### src/cgr_cfg.svh
`ifndef CGR_CFG_SVH
`define CGR_CFG_SVH

// register indices on the two-wire bus
`define CGR_IDX_CPU_N_HI 8'h04
`define CGR_IDX_CPU_N_LO 8'h05
`define CGR_IDX_LCD_N_HI 8'h08
`define CGR_IDX_LCD_N_LO 8'h09
`define CGR_IDX_REV_MAKER 8'h0b
`define CGR_IDX_PART 8'h0c
`define CGR_IDX_RSV_A 8'h0d
`define CGR_IDX_RSV_B 8'h0e
`define CGR_IDX_RB_LEN 8'h0f
`define CGR_IDX_RSV_FIRST 8'h10
`define CGR_IDX_RSV_LAST 8'h28
`define CGR_IDX_PROG_GATE 8'h29

// field positions
`define CGR_GATE_CPU_BIT 1
`define CGR_GATE_LCD_BIT 0
`define CGR_CPU_N_HI_BIT 0
`define CGR_LCD_N_HI_BIT 7

// fixed and reset values
`define CGR_REV_CODE 4'h0
`define CGR_MAKER_CODE 4'h5 // value is arbitrary
`define CGR_PART_CODE 4'h6 // value is arbitrary
`define CGR_RSV_VALUE 8'h00
`define CGR_CPU_N_HI_RSV 7'h7f
`define CGR_RB_LEN_RESET 6'h0f
`define CGR_DEV_ADDR 7'h69

// per frequency-select cpu divider defaults, panel divider reset value
`define CGR_CPU_N_FS0 9'h0a6
`define CGR_CPU_N_FS1 9'h0c8
`define CGR_CPU_N_FS2 9'h0fa
`define CGR_CPU_N_FS3 9'h12c
`define CGR_LCD_N_RESET 9'h0c8

// cycles after reset release before pin sampling
`define CGR_SETTLE_CYCLES 3'd5

`endif

### src/cgr_pkg.sv
package cgr_pkg;

  // two-wire bus engine states
  typedef enum logic [2:0] {
    CGR_ST_IDLE = 3'b000,
    CGR_ST_ADDR = 3'b001,
    CGR_ST_RX = 3'b010,
    CGR_ST_ACK = 3'b011,
    CGR_ST_TX = 3'b100,
    CGR_ST_TXACK = 3'b101
  } cgr_bus_st_t;

  // clock output behaviour
  typedef enum logic [1:0] {
    CGR_OUT_NORMAL = 2'b00,
    CGR_OUT_HIZ = 2'b01,
    CGR_OUT_REF_DIV = 2'b10
  } cgr_out_mode_t;

endpackage

### src/cgr_test_if.sv
`timescale 1ns/1ps
interface cgr_test_if;
  import cgr_pkg::*;
  logic sel_pin;
  logic mode_pin;
  logic sample;
  cgr_out_mode_t mode;
  logic active;

  modport ctl (input sel_pin, input mode_pin, output sample, output mode, output active);
  modport top (output sel_pin, output mode_pin, input sample, input mode, input active);
endinterface

### src/cgr_sync.sv
`timescale 1ns/1ps
module cgr_sync #(
  parameter int W = 1,
  parameter logic [W-1:0] RESET_VAL = '0
) (
  // clock and reset
  input wire logic clock,
  input wire logic nrst,
  // pins in, filtered levels out
  input wire logic [W-1:0] raw,
  output logic [W-1:0] clean
);
  logic [W-1:0] s1, s2, s3;
  logic [W-1:0] next_s1, next_s2, next_s3, next_clean;

  // a bit changes once stages two and three agree
  always_comb begin
    next_s1 = raw;
    next_s2 = s1;
    next_s3 = s2;
    next_clean = clean;
    for (int i = 0; i < W; i++) begin
      if (s2[i] == s3[i]) begin
        next_clean[i] = s3[i];
      end
    end
  end

  // three-stage synchroniser registers
  always_ff @(posedge clock) begin
    if (!nrst) begin
      s1 <= RESET_VAL;
      s2 <= RESET_VAL;
      s3 <= RESET_VAL;
      clean <= RESET_VAL;
    end else begin
      s1 <= next_s1;
      s2 <= next_s2;
      s3 <= next_s3;
      clean <= next_clean;
    end
  end
endmodule

### src/cgr_test_ctl.sv
`timescale 1ns/1ps
`include "cgr_cfg.svh"
module cgr_test_ctl (
  // clock and reset
  input wire logic clock,
  input wire logic nrst,
  // test pins in, output behaviour out
  cgr_test_if.ctl tif
);
  import cgr_pkg::*;

  logic [2:0] settle;
  logic latched;
  logic sample;
  cgr_out_mode_t mode;
  logic [2:0] next_settle;
  logic next_latched;
  logic next_sample;
  cgr_out_mode_t next_mode;

  // one sampling point after power-up, then latch or stay normal
  always_comb begin
    next_settle = settle;
    next_latched = latched;
    next_sample = 1'b0;
    if (settle != `CGR_SETTLE_CYCLES) begin
      next_settle = settle + 3'd1;
      if (next_settle == `CGR_SETTLE_CYCLES) begin
        next_sample = 1'b1;
        next_latched = tif.sel_pin;
      end
    end
    // only reset clears the latch
    if (latched) begin
      next_mode = tif.mode_pin ? CGR_OUT_REF_DIV : CGR_OUT_HIZ;
    end else begin
      next_mode = CGR_OUT_NORMAL;
    end
  end

  // test control registers
  always_ff @(posedge clock) begin
    if (!nrst) begin
      settle <= 3'd0;
      latched <= 1'b0;
      sample <= 1'b0;
      mode <= CGR_OUT_NORMAL;
    end else begin
      settle <= next_settle;
      latched <= next_latched;
      sample <= next_sample;
      mode <= next_mode;
    end
  end

  assign tif.sample = sample;
  assign tif.mode = mode;
  assign tif.active = latched;
endmodule

### src/cgr_regbank.sv
`timescale 1ns/1ps
`include "cgr_cfg.svh"
module cgr_regbank #(
  parameter logic [6:0] DEV_ADDR = `CGR_DEV_ADDR,
  parameter logic [3:0] MAKER_CODE = `CGR_MAKER_CODE,
  parameter logic [3:0] PART_CODE = `CGR_PART_CODE
) (
  // clock and power-up reset
  input wire logic clock,
  input wire logic nrst,
  // two-wire bus pins
  input wire logic sclk_in,
  input wire logic sdata_in,
  output logic sdata_out,
  output logic sdata_oe_n,
  // test and frequency strap pins
  input wire logic test_sel,
  input wire logic test_mode,
  input wire logic [1:0] freq_sel,
  // clock output control
  output cgr_pkg::cgr_out_mode_t out_mode,
  output logic test_active,
  output logic [8:0] cpu_n_div,
  output logic [8:0] lcd_n_div
);
  import cgr_pkg::*;

  // fs-dependent cpu divider default
  function automatic logic [8:0] cpu_n_default(input logic [1:0] fs);
    case (fs)
      2'h0: cpu_n_default = `CGR_CPU_N_FS0;
      2'h1: cpu_n_default = `CGR_CPU_N_FS1;
      2'h2: cpu_n_default = `CGR_CPU_N_FS2;
      default: cpu_n_default = `CGR_CPU_N_FS3;
    endcase
  endfunction

  logic scl, sda;
  logic [1:0] fs;
  cgr_test_if tif ();

  // bus pins, idle high
  cgr_sync #(
    .W(2),
    .RESET_VAL(2'h3)
  ) u_bus_sync (
    .clock(clock),
    .nrst(nrst),
    .raw({sclk_in, sdata_in}),
    .clean({scl, sda})
  );

  // strap and test pins
  cgr_sync #(
    .W(4),
    .RESET_VAL(4'h0)
  ) u_pin_sync (
    .clock(clock),
    .nrst(nrst),
    .raw({freq_sel, test_sel, test_mode}),
    .clean({fs, tif.sel_pin, tif.mode_pin})
  );

  cgr_test_ctl u_test (
    .clock(clock),
    .nrst(nrst),
    .tif(tif)
  );

  assign out_mode = tif.mode;
  assign test_active = tif.active;

  // bus engine state
  cgr_bus_st_t st, next_st;
  logic scl_q, sda_q;
  logic [3:0] bitcnt, next_bitcnt;
  logic [7:0] shreg, next_shreg;
  logic [7:0] index, next_index;
  logic [1:0] role, next_role;
  logic [5:0] remain, next_remain;
  logic rd_mode, next_rd_mode;
  logic acked, next_acked;
  logic drive, next_drive;
  logic wr_en;
  logic [7:0] rd_val;

  // configuration state
  logic [8:0] cpu_n_prog, next_cpu_n_prog;
  logic [8:0] lcd_n_prog, next_lcd_n_prog;
  logic [5:0] rb_len, next_rb_len;
  logic gate_cpu, next_gate_cpu;
  logic gate_lcd, next_gate_lcd;
  logic [8:0] next_cpu_n_div, next_lcd_n_div;

  // bus conditions from filtered pins
  logic scl_rise, scl_fall, bus_start, bus_stop;
  assign scl_rise = scl & ~scl_q;
  assign scl_fall = ~scl & scl_q;
  assign bus_start = scl & scl_q & sda_q & ~sda;
  assign bus_stop = scl & scl_q & ~sda_q & sda;

  // read data mux by index
  always_comb begin
    case (index)
      `CGR_IDX_CPU_N_HI: rd_val = {`CGR_CPU_N_HI_RSV, cpu_n_prog[8]};
      `CGR_IDX_CPU_N_LO: rd_val = cpu_n_prog[7:0];
      `CGR_IDX_LCD_N_HI: rd_val = {lcd_n_prog[8], 7'h00};
      `CGR_IDX_LCD_N_LO: rd_val = lcd_n_prog[7:0];
      `CGR_IDX_REV_MAKER: rd_val = {`CGR_REV_CODE, MAKER_CODE};
      `CGR_IDX_PART: rd_val = {PART_CODE, 4'h0};
      `CGR_IDX_RSV_A: rd_val = `CGR_RSV_VALUE;
      `CGR_IDX_RSV_B: rd_val = `CGR_RSV_VALUE;
      `CGR_IDX_RB_LEN: rd_val = {2'h0, rb_len};
      `CGR_IDX_PROG_GATE: rd_val = {6'h00, gate_cpu, gate_lcd};
      default: rd_val = `CGR_RSV_VALUE;
    endcase
  end

  // bus engine next state
  always_comb begin
    next_st = st;
    next_bitcnt = bitcnt;
    next_shreg = shreg;
    next_index = index;
    next_role = role;
    next_remain = remain;
    next_rd_mode = rd_mode;
    next_acked = acked;
    next_drive = drive;
    wr_en = 1'b0;
    if (bus_start) begin
      next_st = CGR_ST_ADDR;
      next_bitcnt = 4'h0;
      next_drive = 1'b0;
    end else if (bus_stop) begin
      next_st = CGR_ST_IDLE;
      next_drive = 1'b0;
    end else begin
      case (st)
        CGR_ST_ADDR, CGR_ST_RX: begin
          if (scl_rise) begin
            next_shreg = {shreg[6:0], sda};
            next_bitcnt = bitcnt + 4'h1;
          end else if (scl_fall && bitcnt == 4'h8) begin
            next_bitcnt = 4'h0;
            if (st == CGR_ST_ADDR) begin
              if (shreg[7:1] == DEV_ADDR) begin
                next_drive = 1'b1;
                next_rd_mode = shreg[0];
                next_role = 2'h0;
                next_st = CGR_ST_ACK;
              end else begin
                next_st = CGR_ST_IDLE;
              end
            end else begin
              next_drive = 1'b1;
              next_st = CGR_ST_ACK;
              case (role)
                2'h0: begin
                  next_index = shreg;
                  next_role = 2'h1;
                end
                2'h1: next_role = 2'h2; // host count byte
                default: begin
                  wr_en = 1'b1;
                  next_index = index + 8'h01;
                end
              endcase
            end
          end
        end
        CGR_ST_ACK: begin
          if (scl_fall) begin
            next_bitcnt = 4'h0;
            if (rd_mode) begin
              next_shreg = {2'h0, rb_len};
              next_remain = rb_len;
              next_drive = 1'b1;
              next_st = CGR_ST_TX;
            end else begin
              next_drive = 1'b0;
              next_st = CGR_ST_RX;
            end
          end
        end
        CGR_ST_TX: begin
          next_drive = ~shreg[7];
          if (scl_fall) begin
            next_shreg = {shreg[6:0], 1'b0};
            next_bitcnt = bitcnt + 4'h1;
            if (bitcnt == 4'h7) begin
              next_drive = 1'b0;
              next_st = CGR_ST_TXACK;
            end else begin
              next_drive = ~shreg[6];
            end
          end
        end
        CGR_ST_TXACK: begin
          if (scl_rise) begin
            next_acked = ~sda;
          end else if (scl_fall) begin
            next_bitcnt = 4'h0;
            if (acked && remain != 6'h00) begin
              next_shreg = rd_val;
              next_index = index + 8'h01;
              next_remain = remain - 6'h01;
              next_drive = ~rd_val[7];
              next_st = CGR_ST_TX;
            end else begin
              next_st = CGR_ST_IDLE; // count sent, or host did not acknowledge
            end
          end
        end
        default: next_st = CGR_ST_IDLE;
      endcase
    end
  end

  // bus engine registers
  always_ff @(posedge clock) begin
    if (!nrst) begin
      st <= CGR_ST_IDLE;
      scl_q <= 1'b1;
      sda_q <= 1'b1;
      bitcnt <= 4'h0;
      shreg <= 8'h00;
      index <= 8'h00;
      role <= 2'h0;
      remain <= 6'h00;
      rd_mode <= 1'b0;
      acked <= 1'b0;
      drive <= 1'b0;
    end else begin
      st <= next_st;
      scl_q <= scl;
      sda_q <= sda;
      bitcnt <= next_bitcnt;
      shreg <= next_shreg;
      index <= next_index;
      role <= next_role;
      remain <= next_remain;
      rd_mode <= next_rd_mode;
      acked <= next_acked;
      drive <= next_drive;
    end
  end

  // open-drain data line, only ever pulls low
  assign sdata_out = 1'b0;
  assign sdata_oe_n = ~drive;

  // register writes, strap defaults and gated divider transfer
  always_comb begin
    next_cpu_n_prog = cpu_n_prog;
    next_lcd_n_prog = lcd_n_prog;
    next_rb_len = rb_len;
    next_gate_cpu = gate_cpu;
    next_gate_lcd = gate_lcd;
    next_cpu_n_div = cpu_n_div;
    next_lcd_n_div = lcd_n_div;
    if (tif.sample) begin
      next_cpu_n_prog = cpu_n_default(fs);
      next_cpu_n_div = cpu_n_default(fs);
    end else if (wr_en) begin
      case (index)
        `CGR_IDX_CPU_N_HI: next_cpu_n_prog[8] = shreg[`CGR_CPU_N_HI_BIT];
        `CGR_IDX_CPU_N_LO: next_cpu_n_prog[7:0] = shreg;
        `CGR_IDX_LCD_N_HI: next_lcd_n_prog[8] = shreg[`CGR_LCD_N_HI_BIT];
        `CGR_IDX_LCD_N_LO: next_lcd_n_prog[7:0] = shreg;
        `CGR_IDX_RB_LEN: next_rb_len = shreg[5:0];
        `CGR_IDX_PROG_GATE: begin
          next_gate_cpu = shreg[`CGR_GATE_CPU_BIT];
          next_gate_lcd = shreg[`CGR_GATE_LCD_BIT];
        end
        default: next_rb_len = rb_len; // read-only and reserved
      endcase
    end
    // programmed value reaches the divider only while gated open
    if (gate_cpu) begin
      next_cpu_n_div = cpu_n_prog;
    end
    if (gate_lcd) begin
      next_lcd_n_div = lcd_n_prog;
    end
  end

  // configuration registers
  always_ff @(posedge clock) begin
    if (!nrst) begin
      cpu_n_prog <= `CGR_CPU_N_FS0;
      lcd_n_prog <= `CGR_LCD_N_RESET;
      rb_len <= `CGR_RB_LEN_RESET;
      gate_cpu <= 1'b0;
      gate_lcd <= 1'b0;
      cpu_n_div <= `CGR_CPU_N_FS0;
      lcd_n_div <= `CGR_LCD_N_RESET;
    end else begin
      cpu_n_prog <= next_cpu_n_prog;
      lcd_n_prog <= next_lcd_n_prog;
      rb_len <= next_rb_len;
      gate_cpu <= next_gate_cpu;
      gate_lcd <= next_gate_lcd;
      cpu_n_div <= next_cpu_n_div;
      lcd_n_div <= next_lcd_n_div;
    end
  end
endmodule

### config.mk
export PLATFORM = sky130hd
export DESIGN_NAME = cgr_regbank
export DESIGN_NICKNAME = d
export VERILOG_FILES = /design/src/cgr_pkg.sv /design/src/cgr_test_if.sv /design/src/cgr_sync.sv /design/src/cgr_test_ctl.sv /design/src/cgr_regbank.sv
export VERILOG_INCLUDE_DIRS = /design/src
export SDC_FILE = /design/constraint.sdc
export NUM_CORES = 1
export LEC_CHECK = 0
export ABC_AREA = 1
export BUFFER_PORTS_ARGS = -buffer_cell sky130_fd_sc_hd__buf_2
export CAP_MARGIN = 15
export CORE_UTILIZATION = 61
export CTS_CLUSTER_SIZE = 28
export DETAILED_ROUTE_END_ITERATION = 8
export PLACE_DENSITY_LB_ADDON = 0.05
export SLEW_MARGIN = 10
export SYNTH_ARGS = -nofsm -noshare
export SYNTH_HDL_FRONTEND = slang
export SYNTH_SLANG_ARGS = --single-unit
### constraint.sdc
create_clock -name clock -period 2 [get_ports clock]
set_input_delay 0.1 -clock clock [delete_from_list [all_inputs] [get_ports clock]]
set_output_delay 0.1 -clock clock [all_outputs]
set_load 0.01 [all_outputs]
==> results.txt <==
Status -> finished clean
Mapped Area -> 5540 µm²
Detailed placement HPWL -> 9920 µm
Vias per Instance -> 5.53
Die Span Y -> 97.3 µm
P&R area growth vs syn -> 8.90%
Die ar. -> 9460 µm²
Total power -> 5690 µW
CTS root buf -> clkbuf_8
Number of flops mapped to enable cells by yosys -> 0
Ys async rst share -> 0%
Yosys top cell area share -> 40.1%
Most area-consuming cells after synthesis -> dfxtp_1, nand2_1, o21ai_0
Reg2Reg Depth -> 12
Synth Flop Type -> dfxtp_1
Max-slew violation count -> 0
Sequential fraction of the synthesis area -> 40.1%
Die Wd -> 97.3 µm
Buffer depth of the longest clock path -> 2
Slew headroom -> 62.6%
Max_cap viols -> 0
Mapped Cells -> 778
Worst-path clk slew -> 0.11 ns
CTS sink count -> 111
Final Hold Fails -> 0
Category of the worst setup path launch point -> register
All-Layer GR Usage -> 29.4%
Max FO, Critical Path -> 14
Crit path DAT -> 2.14 ns
Final setup TNS -> 0 ns
Core Footprint -> 8760 µm²
Most common cell in the netlist -> nand2_1
DRT antenna net count -> 0
Clock latency on the worst-skew pair -> 0.38 ns
Fraction of layout cells with a size suffix above 1 -> 14.5%
Hold crit path type -> input pin to register
CTS Buf Count -> 9
Antenna cell count -> 0
IO Port Bufs -> 29
Synth area leader -> dfxtp_1
Setup Crit Path Kind -> register to register
Initial antenna violation count -> 0
Drt pass-1 iters -> 5
GR Overflow Total -> 0
Final setup violation count -> 0
Peak supply drop -> 634 µV
Seq cells post-synth -> 111
CTS tree -> done
PD cells -> 943 nW/µm²
Total nets after synthesis -> 802
Rows -> 34
Vias in the first global route -> 4,645
Least-Margin Pin Slew -> 0.562 ns
Register Area -> 2230 µm²
Synth warn -> 0
Fin crit share -> 91.4%
Total Wirelength -> 13,600 µm
Remaining DRCs -> 0
Mean area per synthesized cell -> 7.12 µm²
Largest net degree at the start of global routing -> 59
Static leakage -> 0.00278 µW
Detailed-route via count -> 5,099
Post-CTS setup buffer count -> 0
DRT iter0 DRCs -> 385
Starting Density -> 63.2%
Top cells by count, synth -> nand2_1, dfxtp_1, nor2_1
Synth cell types -> 39
Unrepaired setup endpoints after global routing -> no
Worst hold path stage count -> 3
IO Count -> 31
Clock skew -> 0.0111 ns
WL/cell -> 14.7 µm
First-pass GRT wire length -> 22,500 µm
Final #Nets -> 834
Routability cong. -> 0.954
CP endpoint kind -> register
H-tree levels -> 3
Multi-input logic area -> 2810 µm²
WP data required -> 2.31 ns
Shortest period the worst path allows -> 1.83 ns
Max Clk Rate -> 0.547 GHz
Fillers -> 782
-- report_power, final --
group / leakage [µW] / total [µW] / switching (µW) / internal, µW
Sequential: 0.000903 / 2590 / 212 / 2380
Clock: 0.000104 / 1410 / 816 / 597
Combinational: 0.00177 / 1680 / 1140 / 542
-- critical path, stage by stage, from the launching register on --
cell and delay, ns:
dfxtp_1 0.36, inv_1 0.07, ha_1 0.14, nand3_1 0.13
nor2_4 0.18, inv_2 0.04, nand2_1 0.10, nand2_1 0.06
nor2_1 0.12, nand2_2 0.19, inv_1 0.15, nand3_1 0.08
a21oi_1 0.14
-- layout make-up --
cell class / instances / area share, %
clock buffers: 9 / 2.05
clock inverters: 6 / 1.33
inverters: 98 / 6.16
multi-input cells: 544 / 46.5
flip-flops and latches: 111 / 36.9
well taps: 108 / 2.24
repair buffers: 46 / 4.77
-- repair_timing --
| action | in CTS | in global routing |
|---|---|---|
| hold buffers | 6 | 0 |
| endpoints found under the hold margin | 6 | 0 |
| setup endpoints to repair | 0 | 4 |
| gates resized for setup | 0 | 3 |
-- registers in the layout (all words and copies together) (netlist names), 6 cells and up --
name,cells
shreg,8
lcd_n_prog,9
rb_len,6
cpu_n_div,9
lcd_n_div,9
index,8
remain,6
cpu_n_prog,9
-- layer usage --
layer  up-vias  part of all wire, %  global-route usage, %
met3        22                  6.8                   6.47
met4         0                  2.0                   9.16
li1       2579                    -                      -
met1      2310                   45                   38.9
met2       188                   46                   48.2
met5         -                    0                      0
-- worst paths after layout --
check	end	from	slack [ns]
hold reg to reg	u_bus_sync.next_s3[0]$_SDFF_PN1_	u_bus_sync.next_s2[0]$_SDFF_PN1_	0.43
setup / recovery	index[6]$_SDFFE_PN0P_	bitcnt[0]$_SDFFE_PP0P_	0.17
setup reg to reg	index[6]$_SDFFE_PN0P_	bitcnt[0]$_SDFFE_PP0P_	0.17
hold / removal	scl_q$_SDFF_PN1_	nrst	0.14
-- per-stage QoR --
step | instances | hold slack, ns | instance area [µm²] | worst slack [ns] | util [%]
2_1_floorplan | 778 | 0.198 | 5540 | 0.497 | -
3_3_place_gp | 901 | 0.283 | 5760 | 0.251 | 65.7
3_5_place_dp | 901 | 0.286 | 5760 | 0.148 | 65.7
4_1_cts | 922 | 0.137 | 6030 | 0.136 | 68.8
5_1_grt | 922 | 0.151 | 6030 | 0.00683 | 68.8
6_report | 922 | 0.138 | 6030 | 0.172 | 68.8
-- cell usage in the layout (no fill, tap or decap), drive strengths merged, types with 6 or more instances in the layout --
| cell | n |
|---|---|
| o211ai | 13 |
| or2 | 9 |
| dfxtp | 111 |
| nor2 | 96 |
| a21oi | 68 |
| buf | 40 |
| inv | 99 |
| clkbuf | 9 |
| nand2 | 173 |
| nand3 | 46 |
| ha | 16 |
| o21ai | 77 |
| nor3 | 19 |
| dlygate4sd3 | 6 |
-- cells by family (layout without fill, tap and decap cells) --
| logic type | count (synthesis) | after routing | share of synthesized area, % |
|---|---|---|---|
| xor gates and xnor gates | 8 | 8 | 1.27 |
| DFF | 111 | 111 | 40.1 |
| other | 1 | 1 | 0.0677 |
| buffers and inverters | 123 | 159 | 9.20 |
| AOI/OAI and AO/OA | 172 | 172 | 16.7 |
| and+or+nand+nor | 347 | 347 | 29.0 |
| adders and majority gates | 16 | 16 | 3.62 |
Power figures use the tool's default switching activity.
